## config.mk

```make
export PLATFORM = sky130hd
export DESIGN_NAME = sadc_top
export DESIGN_NICKNAME = d
export VERILOG_FILES = /design/src/hdl/sadc_pkg.sv /design/src/hdl/sadc_top.sv
export SDC_FILE = /design/constraint.sdc
export NUM_CORES = 1
export LEC_CHECK = 0
export BUFFER_PORTS_ARGS = -buffer_cell sky130_fd_sc_hd__clkbuf_2
export CELL_PAD_IN_SITES_DETAIL_PLACEMENT = 0
export CELL_PAD_IN_SITES_GLOBAL_PLACEMENT = 1
export CORE_ASPECT_RATIO = 0.75
export CORE_UTILIZATION = 24
export DETAILED_ROUTE_END_ITERATION = 8
export GPL_TIMING_DRIVEN = 1
export PLACE_DENSITY_LB_ADDON = 0.08
export SKIP_CTS_REPAIR_TIMING = 1
export SYNTH_ARGS = -nofsm -noshare
export SYNTH_HDL_FRONTEND = slang
export SYNTH_SLANG_ARGS = --single-unit
```

## constraint.sdc

```tcl
create_clock -name core_clk -period 3.1 [get_ports core_clk]
set_input_delay 0.31 -clock core_clk [delete_from_list [all_inputs] [get_ports core_clk]]
set_output_delay 0.31 -clock core_clk [all_outputs]
set_load 0.05 [all_outputs]
```

## src/hdl/sadc_pkg.sv

```systemverilog
package sadc_pkg;
   // register indices on the byte-wide register port
   localparam logic [2:0] A_CTRL0 = 3'h0;
   localparam logic [2:0] A_CTRL1 = 3'h1;
   localparam logic [2:0] A_RESH = 3'h2;
   localparam logic [2:0] A_RESL = 3'h3;
   localparam logic [2:0] A_FREF = 3'h4;
   localparam logic [2:0] A_FLAG = 3'h5;
   localparam logic [2:0] A_IEN = 3'h6;
   // converter_control_0
   localparam int B_ON = 0;
   localparam int B_GO = 1;
   localparam int B_CHS = 2;
   // converter_control_1
   localparam int B_FMT = 7;
   localparam int B_CS = 4;
   localparam int B_PREF = 0;
   localparam logic [7:0] CTRL1_MASK = 8'hf3;
   // fixed_reference_control
   localparam int B_RDY = 6;
   localparam int B_SENSOR_ENABLE = 5;
   localparam int B_SENSOR_RANGE_SELECT = 4;
   localparam logic [7:0] FREF_MASK = 8'hbf;
   // flag and enable registers
   localparam int B_DONE = 0;
   localparam int B_IE = 0;
   localparam int B_PERIPHERAL_IRQ_ENABLE = 1;
   localparam int B_GIE = 2;
   // channel codes and routed sources
   localparam logic [4:0] CH_TEMP = 5'h1d;
   localparam logic [4:0] CH_DAC = 5'h1e;
   localparam logic [4:0] CH_FVR = 5'h1f;
   localparam logic [2:0] SRC_TEMP = 3'h4;
   localparam logic [2:0] SRC_DAC = 3'h5;
   localparam logic [2:0] SRC_FVR = 3'h6;
   localparam logic [2:0] SRC_NONE = 3'h7;
   // positive reference codes
   localparam logic [1:0] REF_VDD = 2'h0;
   localparam logic [1:0] REF_PIN = 2'h1;
   localparam logic [1:0] REF_F2V = 2'h2;
   localparam logic [1:0] REF_F4V = 2'h3;
   // conversion timing in half bit periods: 1.5 + 10 x 1 = 11.5
   localparam logic [1:0] HOLD_HALF = 2'h3;
   localparam logic [1:0] BIT_HALF = 2'h2;
   localparam logic [4:0] LAST_HALF = 5'h16;
   localparam logic [3:0] MSB_IDX = 4'h9;
   typedef enum logic [1:0] {SADC_IDLE, SADC_HOLD, SADC_BITS} sadc_state_t;
endpackage

```

## src/hdl/sadc_top.sv

```systemverilog
`timescale 1ns/10ps
// Overview of operation
// successive approximation yields a 10-bit result, loaded into result pair at end.
// seven sources: four pins, temperature sensor, DAC output, fixed reference.
// channel select field routes one source to the sample-and-hold.
// channel code 29 routes the temperature sensor.
// software waits an acquisition delay after changing channel.
// software waits 200 us after selecting sensor and between its conversions.
// positive reference: pin, supply, 2.048V or 4.096V; 4.096V absent on low-voltage.
// clock select: 000 /2, 100 /4, 001 /8, 101 /16, 010 /32, 110 /64, x11 RC.
// one bit period per clock period; a conversion takes 11.5 bit periods.
// divider clocks follow the system clock; RC clock is independent.
// conversions run in sleep only with the RC clock; otherwise aborted.
// completion flag set at end of every conversion regardless of enable.
// software clears the completion flag; irq enable gates the request.
// enabled completion wakes the device from sleep.
// after wake, vector when global and peripheral enables set, else in line.
// result format bit selects left or right justification.
// bit 5 of fixed reference control turns the sensor on.
// bit 4 of fixed reference control selects high sensor range.
// converter runs only when on; writing start bit begins a conversion.
// at end: start bit cleared, flag set, result registers loaded.
// clearing start bit mid-conversion loads partial result, rest copy last bit.
// bits resolved msb first, one per bit period, after the hold period.
// unused result bits read zero in either justification.
// reset clears control bits, turns converter off, abandons conversion.
module sadc_top #(
   parameter bit HAS_4V = 1'b1
) (
   input wire logic core_clk,
   input wire logic srst,
   input wire logic [2:0] reg_addr,
   input wire logic [7:0] reg_wdata,
   input wire logic reg_wr,
   input wire logic reg_rd,
   output logic [7:0] reg_rdata,
   input wire logic comp_in,
   input wire logic rc_tick,
   input wire logic sleep_in,
   input wire logic ref_ready_in,
   output logic [2:0] src_sel,
   output logic [9:0] trial_code,
   output logic sh_hold,
   output logic [1:0] pos_ref_sel,
   output logic reference_enable,
   output logic sensor_enable,
   output logic sensor_range_select,
   output logic [1:0] comparator_dac_ref_gain,
   output logic [1:0] converter_ref_gain,
   output logic irq_req,
   output logic wake,
   output logic irq_vector
);
   sadc_pkg::sadc_state_t state_ff;
   logic on_ff, go_ff, flag_ff;
   logic [4:0] chs_ff;
   logic [7:0] ctrl1_ff, fref_ff, rdata_ff;
   logic [2:0] ien_ff, src_ff;
   logic [1:0] ref_ff, phase_ff;
   logic [9:0] sar_ff, res_ff;
   logic [3:0] idx_ff;
   logic [4:0] div_ff, half_cnt_ff;
   logic hold_ff, irq_ff, wake_ff, vec_ff;
   logic [2:0] cs;
   logic rc_sel, half_tick, busy, wr0, go_clr, kill, done_now, start;

   function automatic logic [4:0] half_lim(input logic [2:0] code);
      unique case (code)
         3'b000: half_lim = 5'h00;
         3'b100: half_lim = 5'h01;
         3'b001: half_lim = 5'h03;
         3'b101: half_lim = 5'h07;
         3'b010: half_lim = 5'h0f;
         3'b110: half_lim = 5'h1f;
         default: half_lim = 5'h00;
      endcase
   endfunction

   // unconverted bits copy the last resolved one; nothing resolved gives zero
   function automatic logic [9:0] partial(input logic [9:0] s, input logic [3:0] i);
      logic [9:0] r;
      r = s;
      for (int k = 0; k < 10; k++) begin
         if (k[3:0] <= i) begin
            r[k] = (i == sadc_pkg::MSB_IDX) ? 1'b0 : s[i + 4'h1];
         end
      end
      return r;
   endfunction

   assign cs = ctrl1_ff[sadc_pkg::B_CS +: 3];
   assign rc_sel = (cs[1:0] == 2'b11);
   // divider runs off core_clk so it tracks any change in its rate
   assign half_tick = rc_sel ? rc_tick : (div_ff == half_lim(cs));
   assign busy = (state_ff != sadc_pkg::SADC_IDLE);
   assign wr0 = reg_wr && (reg_addr == sadc_pkg::A_CTRL0);
   assign go_clr = wr0 && !reg_wdata[sadc_pkg::B_GO];
   // sleep stops any non-RC conversion; turning off abandons one too
   assign kill = busy && ((sleep_in && !rc_sel) || (wr0 && !reg_wdata[sadc_pkg::B_ON]));
   assign done_now = (state_ff == sadc_pkg::SADC_BITS) && half_tick && !kill
      && (phase_ff == sadc_pkg::BIT_HALF - 2'h1) && (idx_ff == 4'h0);
   assign start = !busy && go_ff && on_ff && !(sleep_in && !rc_sel);

   always_ff @(posedge core_clk) begin
      if (srst || !busy || half_tick) begin
         div_ff <= 5'h00;
      end else begin
         div_ff <= div_ff + 5'h01;
      end
   end

   // control registers written by software
   always_ff @(posedge core_clk) begin
      if (srst) begin
         on_ff <= 1'b0;
         chs_ff <= 5'h00;
         ctrl1_ff <= 8'h00;
         fref_ff <= 8'h00;
         ien_ff <= 3'h0;
      end else if (reg_wr) begin
         unique case (reg_addr)
            sadc_pkg::A_CTRL0: begin
               on_ff <= reg_wdata[sadc_pkg::B_ON];
               chs_ff <= reg_wdata[sadc_pkg::B_CHS +: 5];
            end
            sadc_pkg::A_CTRL1: ctrl1_ff <= reg_wdata & sadc_pkg::CTRL1_MASK;
            sadc_pkg::A_FREF: fref_ff <= reg_wdata & sadc_pkg::FREF_MASK;
            sadc_pkg::A_IEN: ien_ff <= reg_wdata[2:0];
            default: ;
         endcase
      end
   end

   // source routing and reference choice, registered for clean outputs
   always_ff @(posedge core_clk) begin
      if (srst) begin
         src_ff <= 3'h0;
         ref_ff <= sadc_pkg::REF_VDD;
      end else begin
         if (chs_ff < 5'h04) begin
            src_ff <= chs_ff[2:0];
         end else if (chs_ff == sadc_pkg::CH_TEMP) begin
            src_ff <= sadc_pkg::SRC_TEMP;
         end else if (chs_ff == sadc_pkg::CH_DAC) begin
            src_ff <= sadc_pkg::SRC_DAC;
         end else if (chs_ff == sadc_pkg::CH_FVR) begin
            src_ff <= sadc_pkg::SRC_FVR;
         end else begin
            src_ff <= sadc_pkg::SRC_NONE;
         end
         // the 4.096V choice falls back to the supply on low-voltage parts
         if (!HAS_4V && ctrl1_ff[1:0] == sadc_pkg::REF_F4V) begin
            ref_ff <= sadc_pkg::REF_VDD;
         end else begin
            ref_ff <= ctrl1_ff[sadc_pkg::B_PREF +: 2];
         end
      end
   end

   // conversion sequencer and start/done bit
   always_ff @(posedge core_clk) begin
      if (srst) begin
         state_ff <= sadc_pkg::SADC_IDLE;
         go_ff <= 1'b0;
         phase_ff <= 2'h0;
         idx_ff <= sadc_pkg::MSB_IDX;
         sar_ff <= 10'h000;
         res_ff <= 10'h000;
         hold_ff <= 1'b0;
         half_cnt_ff <= 5'h00;
      end else if (kill) begin
         state_ff <= sadc_pkg::SADC_IDLE;
         go_ff <= 1'b0;
         hold_ff <= 1'b0;
      // a completion in the same cycle wins over the clear
      end else if (busy && go_clr && !done_now) begin
         state_ff <= sadc_pkg::SADC_IDLE;
         go_ff <= 1'b0;
         hold_ff <= 1'b0;
         if (state_ff == sadc_pkg::SADC_BITS) begin
            res_ff <= partial(sar_ff, idx_ff);
         end else begin
            res_ff <= 10'h000;
         end
      end else begin
         unique case (state_ff)
            sadc_pkg::SADC_IDLE: begin
               if (wr0) begin
                  go_ff <= reg_wdata[sadc_pkg::B_GO] && reg_wdata[sadc_pkg::B_ON] && on_ff;
               end
               if (start) begin
                  state_ff <= sadc_pkg::SADC_HOLD;
                  phase_ff <= 2'h0;
                  half_cnt_ff <= 5'h00;
                  hold_ff <= 1'b1;
               end
            end
            sadc_pkg::SADC_HOLD: begin
               if (half_tick) begin
                  half_cnt_ff <= half_cnt_ff + 5'h01;
                  if (phase_ff == sadc_pkg::HOLD_HALF - 2'h1) begin
                     state_ff <= sadc_pkg::SADC_BITS;
                     phase_ff <= 2'h0;
                     idx_ff <= sadc_pkg::MSB_IDX;
                     sar_ff <= 10'h200;
                  end else begin
                     phase_ff <= phase_ff + 2'h1;
                  end
               end
            end
            sadc_pkg::SADC_BITS: begin
               if (half_tick) begin
                  half_cnt_ff <= half_cnt_ff + 5'h01;
                  if (phase_ff == sadc_pkg::BIT_HALF - 2'h1) begin
                     phase_ff <= 2'h0;
                     sar_ff[idx_ff] <= comp_in;
                     if (idx_ff == 4'h0) begin
                        state_ff <= sadc_pkg::SADC_IDLE;
                        go_ff <= 1'b0;
                        hold_ff <= 1'b0;
                        res_ff <= {sar_ff[9:1], comp_in};
                     end else begin
                        idx_ff <= idx_ff - 4'h1;
                        sar_ff[idx_ff - 4'h1] <= 1'b1;
                     end
                  end else begin
                     phase_ff <= phase_ff + 2'h1;
                  end
               end
            end
         endcase
      end
   end

   // completion flag: the hardware set beats a software clear
   always_ff @(posedge core_clk) begin
      if (srst) begin
         flag_ff <= 1'b0;
      end else if (done_now) begin
         flag_ff <= 1'b1;
      end else if (reg_wr && reg_addr == sadc_pkg::A_FLAG) begin
         flag_ff <= reg_wdata[sadc_pkg::B_DONE];
      end
   end

   always_ff @(posedge core_clk) begin
      if (srst) begin
         irq_ff <= 1'b0;
         wake_ff <= 1'b0;
         vec_ff <= 1'b0;
      end else begin
         irq_ff <= flag_ff && ien_ff[sadc_pkg::B_IE];
         wake_ff <= done_now && sleep_in && ien_ff[sadc_pkg::B_IE];
         vec_ff <= done_now && sleep_in && ien_ff[sadc_pkg::B_IE]
            && ien_ff[sadc_pkg::B_GIE] && ien_ff[sadc_pkg::B_PERIPHERAL_IRQ_ENABLE];
      end
   end

   // read data stands one cycle after the strobe
   always_ff @(posedge core_clk) begin
      if (srst || !reg_rd) begin
         rdata_ff <= 8'h00;
      end else begin
         unique case (reg_addr)
            sadc_pkg::A_CTRL0: rdata_ff <= {1'b0, chs_ff, go_ff, on_ff};
            sadc_pkg::A_CTRL1: rdata_ff <= ctrl1_ff;
            sadc_pkg::A_RESH: rdata_ff <= ctrl1_ff[sadc_pkg::B_FMT] ?
               {6'h00, res_ff[9:8]} : res_ff[9:2];
            sadc_pkg::A_RESL: rdata_ff <= ctrl1_ff[sadc_pkg::B_FMT] ?
               res_ff[7:0] : {res_ff[1:0], 6'h00};
            sadc_pkg::A_FREF: rdata_ff <= fref_ff | {1'b0, ref_ready_in, 6'h00};
            sadc_pkg::A_FLAG: rdata_ff <= {7'h00, flag_ff};
            sadc_pkg::A_IEN: rdata_ff <= {5'h00, ien_ff};
            default: rdata_ff <= 8'h00;
         endcase
      end
   end

   assign reg_rdata = rdata_ff;
   assign src_sel = src_ff;
   assign trial_code = sar_ff;
   assign sh_hold = hold_ff;
   assign pos_ref_sel = ref_ff;
   assign reference_enable = fref_ff[7];
   assign sensor_enable = fref_ff[sadc_pkg::B_SENSOR_ENABLE];
   assign sensor_range_select = fref_ff[sadc_pkg::B_SENSOR_RANGE_SELECT];
   assign comparator_dac_ref_gain = fref_ff[3:2];
   assign converter_ref_gain = fref_ff[1:0];
   assign irq_req = irq_ff;
   assign wake = wake_ff;
   assign irq_vector = vec_ff;
endmodule

```

==> qor.yml, run 1 <==
dp_hpwl_mm: 10.6
seq_area_frac_synth: 0.340
cts-htree-levels: 3
vias: 3986
dr.pass1.iters: 4
fin_setup_tns_ps: 0
clock_path_buffers: 2
grt_use_total: 0.164
reg2reg_slack_ps: 280
r2r-start: "idx_ff[1]$_SDFFE_PP0P_"
rows: 42
drt-wirelength-per-cell_um: 17.5
max_freq_mhz: 354
gr-total-overflow: 0
portBuffers: 52
io_pins: 53
rsz0062_at_grt: "false"
insertion_delay_ps: 350
synth_fp_nets: 555
required_ps: 3310
worst_pin_slew_ps: 797
syn_inst: 523
endpoint: "res_ff[7]$_SDFFE_PP0P_"
cts_buffers: 9
avgSynthCellArea_um2: 8.33
end_kind: "flop"
antennaDiodeCount: 0
yosysUniqueCellTypes: 75
p_seq_frac: 0.408
root_buffer: "clkbuf_16"
crit_fanout: 10
hp-start: "reg_wdata[3]"
setup_viol: 0
finClkSkew_ps: 14.2
cts.sinks: 74
die_h_um: 119
final_common_cell: "dfxtp_1"
timing.final.ws_setup_ps: 276
ant_nets: 0
vdd_drop_max_v: 0.000216
drtIter0Drc: 244
p_switching_uw: 556
grt_pass1_vias: 3942
drv_slew: 0
cts_tree: "done"
ys_warn_count: 0
dieArea_um2: 18700
via_per_inst: 4.88
min_period_over_period: 0.911
fin_hold_ws_ps: 215
critPathLaunchType: "flop"
nNetsFinal: 601
hold_path.class: "input port to flop"
start_util: 0.246
place.gp.congestion: 0.803
critPathKind: "flop to flop"
postSynth.asyncResetShare: 0
place_ws_ps: 304
drcViolationCount: 0
antenna_found_initial: 0
synth_edf_count: 0
p_leak_uw: 0.00201
crit_arrival_ps: 3040
wl_mm: 14.2
relSlewSlack: 0.466
grt_start_max_net_pins: 36
syn2layout_area_growth_pct: 20.6
final_layout_size_suffix_gt1_frac: 0.207
cap_violations: 0
min_period_ps: 2820
combPwrFrac: 0.063
regToRegEndpoint: "res_ff[7]$_SDFFE_PP0P_"
p_sw_frac: 0.234
clkPwrFrac: 0.530
grt_pass1_wl_mm: 23.0
die_w_um: 158
p_int_uw: 1820
hold_viol: 0
r2r_cells: 8
path_clk_slew_ps: 60
status: "complete, no violations"
ys_ff_latch: 74
final_cell_mix: "74 x dfxtp_1, 68 x nor2_1, 56 x nand2_1, 52 x clkbuf_2, 39 x a21oi_1"
synth-main-ff-cell: "dfxtp_1"
coreArea_um2: 17700
startpoint: "idx_ff[1]$_SDFFE_PP0P_"
powerDensity_nw_per_um2: 452
synth_area_um2: 4360
==> Yosys cell counts (4+ instances only) <==
library cell / n / area share
o211ai_1: 5 / 0.0086
nand3_1: 18 / 0.021
clkbuf_1: 21 / 0.018
nor2_1: 68 / 0.059
nor4_1: 4 / 0.0057
mux2i_1: 37 / 0.085
ha_1: 13 / 0.037
mux2_2: 4 / 0.010
a211oi_2: 4 / 0.011
dfxtp_1: 74 / 0.34
buf_2: 4 / 0.0046
a211oi_1: 6 / 0.010
nor2b_1: 7 / 0.010
a21oi_1: 39 / 0.045
nand3b_1: 5 / 0.0086
o21ai_0: 15 / 0.017
nand2b_1: 7 / 0.010
o221ai_1: 4 / 0.0080
a221oi_1: 7 / 0.014
inv_1: 21 / 0.018
xnor2_1: 6 / 0.012
nor3_1: 12 / 0.014
a211o_1: 4 / 0.0080
a31oi_1: 7 / 0.010
nand2_1: 56 / 0.048
==> kinds of logic (layout without fill, tap and decap cells) <==
group	count (synthesis)	after routing	synth area share
simple gates	203	203	0.224
compound gates	123	123	0.213
flops	74	74	0.340
buf+inv	57	108	0.0563
mux	44	44	0.111
fa+ha+maj	13	13	0.0373
xor+xnor	9	9	0.0181
==> routing by layer <==
metal / GRT usage / routed length (um) / part of all wire / vias up
met5: 0 / 0 / 0 / -
met4: 0.0443 / 154 / 0.011 / 0
met3: 0.0334 / 462 / 0.032 / 10
met2: 0.222 / 5730 / 0.40 / 73
met1: 0.254 / 7900 / 0.55 / 1941
li1: - / - / - / 1962
==> worst min-delay path by stage <==
stage,cells after the start,endpoint,slack (ps)
floorplan,2,res_ff[0]$_SDFFE_PP0P_,450
global placement,2,phase_ff[1]$_SDFFE_PP0P_,480
detailed placement,2,phase_ff[1]$_SDFFE_PP0P_,480
CTS,3,chs_ff[1]$_SDFFE_PP0N_,200
global route,3,ctrl1_ff[7]$_SDFFE_PP0P_,230
finish,3,chs_ff[1]$_SDFFE_PP0N_,210
==> area by class of cell <==
type                       instances  area (um2)
fill                            1914       12500
multi-input combinational        392        2640
sequential                        74        1480
timing repair buffer              68         393
tap                              242         303
clock buffer                      10         239
clock inverter                     6         113
inverter                          24        90.1
==> power by group through the flow <==
stage	logic (uW)	clock network (uW)	registers [uW]
after global routing	162	1340	969
after CTS	149	1300	968
after detailed placement	148	0	990
after global placement	148	0	989
final	149	1260	968
after floorplan	82.9	0	1000
==> worst max-delay path, stage by stage, from the launching register on <==
cell and delay, ps:
dfxtp_1 500, inv_1 110, ha_1 410, mux4_2 510, mux2_2 280, o22ai_2 310, o221ai_1 270, a21oi_1 220
o41ai_2 90
==> through the flow <==
stage                     power, uW  area [um2]  cells   util
after global placement         1140        4900    800  0.277
after CTS                      2420        5250    816  0.297
after floorplan                1090        4360    523      -
after detailed placement       1140        4900    800  0.277
final                          2380        5250    816  0.297
after global routing           2470        5250    816  0.297
==> registers in the layout (all words and copies together), names as in the netlist, 3 cells and up <==
register / count
fref_ff: 7
res_ff: 10
ien_ff: 3
ctrl1_ff: 6
src_sel: 3
trial_code: 10
idx_ff: 4
div_ff: 5
reg_rdata: 8
chs_ff: 5
Power figures use the tool's default switching activity.
==> run 2: changes to the inputs <==
--- a/config.mk
+++ b/config.mk
@@ -9,7 +9,9 @@
 export CELL_PAD_IN_SITES_DETAIL_PLACEMENT = 0
 export CELL_PAD_IN_SITES_GLOBAL_PLACEMENT = 1
 export CORE_ASPECT_RATIO = 0.75
+export CORE_MARGIN = 2
 export CORE_UTILIZATION = 24
+export CTS_CLUSTER_SIZE = 16
 export DETAILED_ROUTE_END_ITERATION = 8
 export GPL_TIMING_DRIVEN = 1
 export PLACE_DENSITY_LB_ADDON = 0.08
==> qor.yml, run 2 (synthesized netlist as in run 1, its figures left out) <==
path_cells: "inv_1, ha_1, mux4_2, mux2_2, o22ai_2, o221ai_1, a21oi_1, o41ai_2"
p_leak_uw: 0.00198  # -1.5%
p_int_uw: 1640  # -9.9%
min_period_ps: 2780  # -46.6 ps
worst_pin_slew_ps: 784  # -13.1 ps
root_buffer: "clkbuf_16"
required_ps: 3310  # about the same
grt_start_max_net_pins: 36  # unchanged
drcViolationCount: 0  # unchanged
clock_path_buffers: 2  # unchanged
io_pins: 53  # unchanged
status: "complete, no violations"
fin_util: 0.294  # -0.00283
regToRegEndpoint: "res_ff[9]$_SDFFE_PP0P_"
final_cell_area_um2: 5200  # -0.95%
final_layout_size_suffix_gt1_frac: 0.207  # unchanged
crit_path_top_delay_cell: "mux4_2"
drtIter0Drc: 222  # -9.0%
setup_viol: 0  # unchanged
ant_nets: 0  # unchanged
cts.sinks: 74  # unchanged
max_freq_mhz: 360  # +1.7%
cts_buffers: 9  # unchanged
rsz0062_at_grt: "false"
fin_setup_tns_ps: 0  # unchanged
start_util: 0.246  # unchanged
die_w_um: 160  # +1.3%
grt_pass1_wl_mm: 23.0  # -0.33%
dieArea_um2: 19300  # +3.0%
p_seq_frac: 0.436  # +0.028
grt_use_total: 0.154  # -0.00902
rows: 42  # unchanged
critPathKind: "flop to flop"
cap_violations: 0  # unchanged
vdd_drop_max_v: 0.000200  # -7.3%
final_cell_mix: "74 x dfxtp_1, 68 x nor2_1, 56 x nand2_1, 52 x clkbuf_2, 39 x a21oi_1"
crit_fanout: 10  # unchanged
timing.final.ws_setup_ps: 323  # +46.6 ps
holdPathEnd: "fref_ff[3]$_SDFFE_PP0P_"
portBuffers: 52  # unchanged
n_fill_cell: 1937  # +1.2%
antenna_found_initial: 0  # unchanged
startpoint: "idx_ff[1]$_SDFFE_PP0P_"
cpPeakStageDelay_ps: 520  # about the same
dp_hpwl_mm: 10.7  # +1.6%
critPathTopFamily: "compound AO/OA/AOI/OAI gates"
hold_path.class: "input port to flop"
via_per_inst: 4.83  # -1.1%
gr-total-overflow: 0  # unchanged
p_switching_uw: 580  # +4.3%
clkPwrFrac: 0.497  # -0.033
wl_mm: 14.3  # +0.53%
place_ws_ps: 350  # +45.7 ps
drv_slew: 0  # unchanged
placed_cell_area_um2: 4900  # unchanged
path_buf_inv: 1  # unchanged
combPwrFrac: 0.066  # +0.003
crit_cells: 8  # unchanged
hp-start: "reg_wdata[3]"
relSlewSlack: 0.475  # +0.00876
min_period_over_period: 0.896  # -0.0150
critPathLaunchType: "flop"
cts-htree-levels: 3  # unchanged
place.gp.congestion: 0.784  # -2.4%
antennaDiodeCount: 0  # unchanged
r2r_cells: 8  # unchanged
final_common_cell: "dfxtp_1"
finClkSkew_ps: 10.9  # -3.23 ps
dpl.cell_count: 800  # unchanged
vias: 3941  # -1.1%
p_sw_frac: 0.261  # +0.0273
insertion_delay_ps: 350  # about the same
end_kind: "flop"
hold_viol: 0  # unchanged
fin_cells: 816  # unchanged
holdPathStages: 3  # unchanged
path_clk_slew_ps: 70  # about the same
coreArea_um2: 17700  # unchanged
reg2reg_slack_ps: 320  # +50 ps
r2r-start: "idx_ff[1]$_SDFFE_PP0P_"
syn2layout_area_growth_pct: 19.5
powerDensity_nw_per_um2: 426  # -5.7%
nNetsFinal: 601  # unchanged
cts_tree: "done"
dr.pass1.iters: 5  # +1
grt_pass1_vias: 3878  # -1.6%
drt-wirelength-per-cell_um: 17.5  # +0.53%
crit_arrival_ps: 2990  # -50 ps
die_h_um: 121  # +1.7%
-- run 2: changes by cell type in the layout (fill, tap and decap cells not counted), sizes merged --
cell	before	now
inv	23	25
clkbuf	62	61
clkinvlp	0	2
clkinv	4	3
bufinv	3	1
-- run 2: routing by layer --
layer / track usage / vias up / part of all wire
li1: - / 1965 / -
met1: 0.240 / 1896 / 0.57
met2: 0.211 / 70 / 0.39
met3: 0.0346 / 10 / 0.035
met4: 0.0341 / 0 / 0.0087
met5: 0 / - / 0
-- run 2: final cells by class --
type,count,area (um2),share of cell area
inverter,24,90.1,0.0173
multi-input combinational,392,2640,0.506
clock inverter,7,76.3,0.0147
tap,242,303,0.0582
sequential,74,1480,0.285
timing repair buffer,68,393,0.0755
clock buffer,9,225,0.0433
-- run 2: tightest hold or removal path: cells and delay by family --
kind	cells	cell delay, ps
buffers and inverters	1	90
and+or+nand+nor	1	70
muxes	1	60
-- run 2: worst max path at each step --
stage                                  end
CTS                 res_ff[7]$_SDFFE_PP0P_
finish              res_ff[9]$_SDFFE_PP0P_
floorplan           res_ff[5]$_SDFFE_PP0P_
global placement    res_ff[7]$_SDFFE_PP0P_
global route        res_ff[9]$_SDFFE_PP0P_
detailed placement  res_ff[9]$_SDFFE_PP0P_
-- run 2: stage by stage --
stage	hold slack, ps	total power (uW)
2_1_floorplan	445	1090
3_3_place_gp	472	1140
3_5_place_dp	488	1140
4_1_cts	210	2250
5_1_grt	225	2310
6_report	214	2220
-- run 2: power groups by stage --
stage / clock [uW] / sequential [uW] / combinational (uW)
detailed placement: 0 / 990 / 149
floorplan: 0 / 1000 / 82.9
global placement: 0 / 989 / 149
CTS: 1140 / 968 / 149
global route: 1180 / 968 / 162
finish: 1100 / 968 / 147
==> run 3: changes to the inputs <==
--- a/config.mk
+++ b/config.mk
@@ -10,7 +10,7 @@
 export CELL_PAD_IN_SITES_GLOBAL_PLACEMENT = 1
 export CORE_ASPECT_RATIO = 0.75
 export CORE_MARGIN = 2
-export CORE_UTILIZATION = 24
+export CORE_UTILIZATION = 44
 export CTS_CLUSTER_SIZE = 16
 export DETAILED_ROUTE_END_ITERATION = 8
 export GPL_TIMING_DRIVEN = 1
==> qor.yml, run 3 (synthesized netlist as in run 1, its figures left out) <==
status: "complete, no violations"
dp_hpwl_mm: 8.91  # -17%
path_clk_slew_ps: 60  # about the same
drt-wirelength-per-cell_um: 17.3  # -1.4%
die_w_um: 119  # -25%
fin_setup_tns_ps: 0  # unchanged
p_switching_uw: 526  # -9.3%
die_h_um: 90.2  # -25%
powerDensity_nw_per_um2: 428  # +0.52%
min_period_over_period: 0.905  # +0.00883
final_common_cell: "dfxtp_1"
relSlewSlack: 0.511  # +0.0364
combPwrFrac: 0.067  # about the same
finClkSkew_ps: 7.24  # -3.70 ps
dieArea_um2: 10700  # -44%
gr-total-overflow: 0  # unchanged
hold_path.class: "input port to flop"
drcViolationCount: 0  # unchanged
clkPwrFrac: 0.484  # -0.013
dr.pass1.iters: 5  # unchanged
cap_violations: 0  # unchanged
grt_pass1_vias: 3675  # -5.2%
r2r_cells: 8  # unchanged
power_uw: 2160  # -2.8%
grt_use_total: 0.233  # +0.0784
crit_arrival_ps: 3000  # about the same
grt_pass1_wl_mm: 19.8  # -14%
nNetsFinal: 599  # -0.33%
io_pins: 53  # unchanged
cts_buffers: 9  # unchanged
wl_mm: 12.2  # -15%
min_period_ps: 2800  # +27.4 ps
final_cell_mix: "74 x dfxtp_1, 68 x nor2_1, 56 x nand2_1, 52 x clkbuf_2, 39 x a21oi_1"
n_fill_cell: 931  # -52%
worst_pin_slew_ps: 733  # -51.1 ps
coreArea_um2: 9660  # -45%
holdPathStages: 3  # unchanged
root_buffer: "clkbuf_16"
p_seq_frac: 0.449  # +0.013
fin_util: 0.521  # +0.227
syn2layout_area_growth_pct: 15.6
cts.sinks: 74  # unchanged
crit_fanout: 10  # unchanged
critPathLaunchType: "flop"
p_sw_frac: 0.244  # -0.0174
vias: 3993  # +1.3%
drv_slew: 0  # unchanged
required_ps: 3300  # about the same
max_freq_mhz: 357  # -0.98%
via_per_inst: 5.67  # +17%
start_util: 0.451  # +0.205
fin_hold_ws_ps: 227  # +13.3 ps
grt_start_max_net_pins: 33  # -8.3%
vdd_drop_max_v: 0.000234  # +17%
setup_viol: 0  # unchanged
p_leak_uw: 0.00196  # -0.99%
ant_nets: 0  # unchanged
critPathKind: "flop to flop"
p_int_uw: 1630  # -0.47%
final_layout_size_suffix_gt1_frac: 0.203  # -0.00452
cts_tree: "done"
antenna_found_initial: 0  # unchanged
antennaDiodeCount: 0  # unchanged
rsz0062_at_grt: "false"
portBuffers: 52  # unchanged
cts-htree-levels: 3  # unchanged
hold_viol: 0  # unchanged
end_kind: "flop"
insertion_delay_ps: 340  # about the same
clock_path_buffers: 2  # unchanged
drtIter0Drc: 352  # +59%
rows: 31  # -26%
place.gp.congestion: 0.864  # +10%
-- run 3: cell type report --
| type | instances | area, um2 | area share |
|---|---|---|---|
| Inverter | 24 | 90.1 | 0.0179 |
| Timing Repair Buffer | 66 | 365 | 0.0726 |
| Tap cell | 132 | 165 | 0.0328 |
| Clock inverter | 6 | 67.6 | 0.0134 |
| Multi-Input combinational cell | 392 | 2640 | 0.523 |
| Clock buffer | 10 | 229 | 0.0455 |
| Sequential cell | 74 | 1480 | 0.294 |
-- run 3: final timing paths --
check	end	start	slack, ps
max	res_ff[7]$_SDFFE_PP0P_	idx_ff[1]$_SDFFE_PP0P_	300
min	chs_ff[1]$_SDFFE_PP0N_	reg_wdata[3]	230
max reg2reg	res_ff[7]$_SDFFE_PP0P_	idx_ff[1]$_SDFFE_PP0P_	300
min reg2reg	phase_ff[1]$_SDFFE_PP0P_	phase_ff[1]$_SDFFE_PP0P_	490
-- run 3: per-stage QoR --
stage,setup slack [ps],area [um2],std cells
4_1_cts,326,5030,704
6_report,295,5030,704
2_1_floorplan,449,4360,523
3_5_place_dp,338,4740,688
5_1_grt,143,5030,704
3_3_place_gp,420,4740,688
-- run 3: critical path: stages, from the launching register on --
cell	delay, ps
dfxtp_1	480
inv_1	110
ha_1	400
mux4_2	520
mux2_2	280
o22ai_2	310
o221ai_1	270
a21oi_1	220
o41ai_2	90
-- run 3: power by group through the flow --
stage / clock (uW) / sequential (uW) / combinational [uW]
floorplan: 0 / 1000 / 82.9
global placement: 0 / 989 / 142
detailed placement: 0 / 989 / 142
CTS: 1070 / 968 / 143
global route: 1110 / 969 / 155
finish: 1040 / 968 / 144
-- run 3: per-layer routing --
metal,track usage,vias up,share of wire
li1,-,1963,-
met1,0.365,1899,0.53
met2,0.318,122,0.40
met3,0.0508,9,0.057
met4,0.0565,0,0.0087
met5,0,-,0
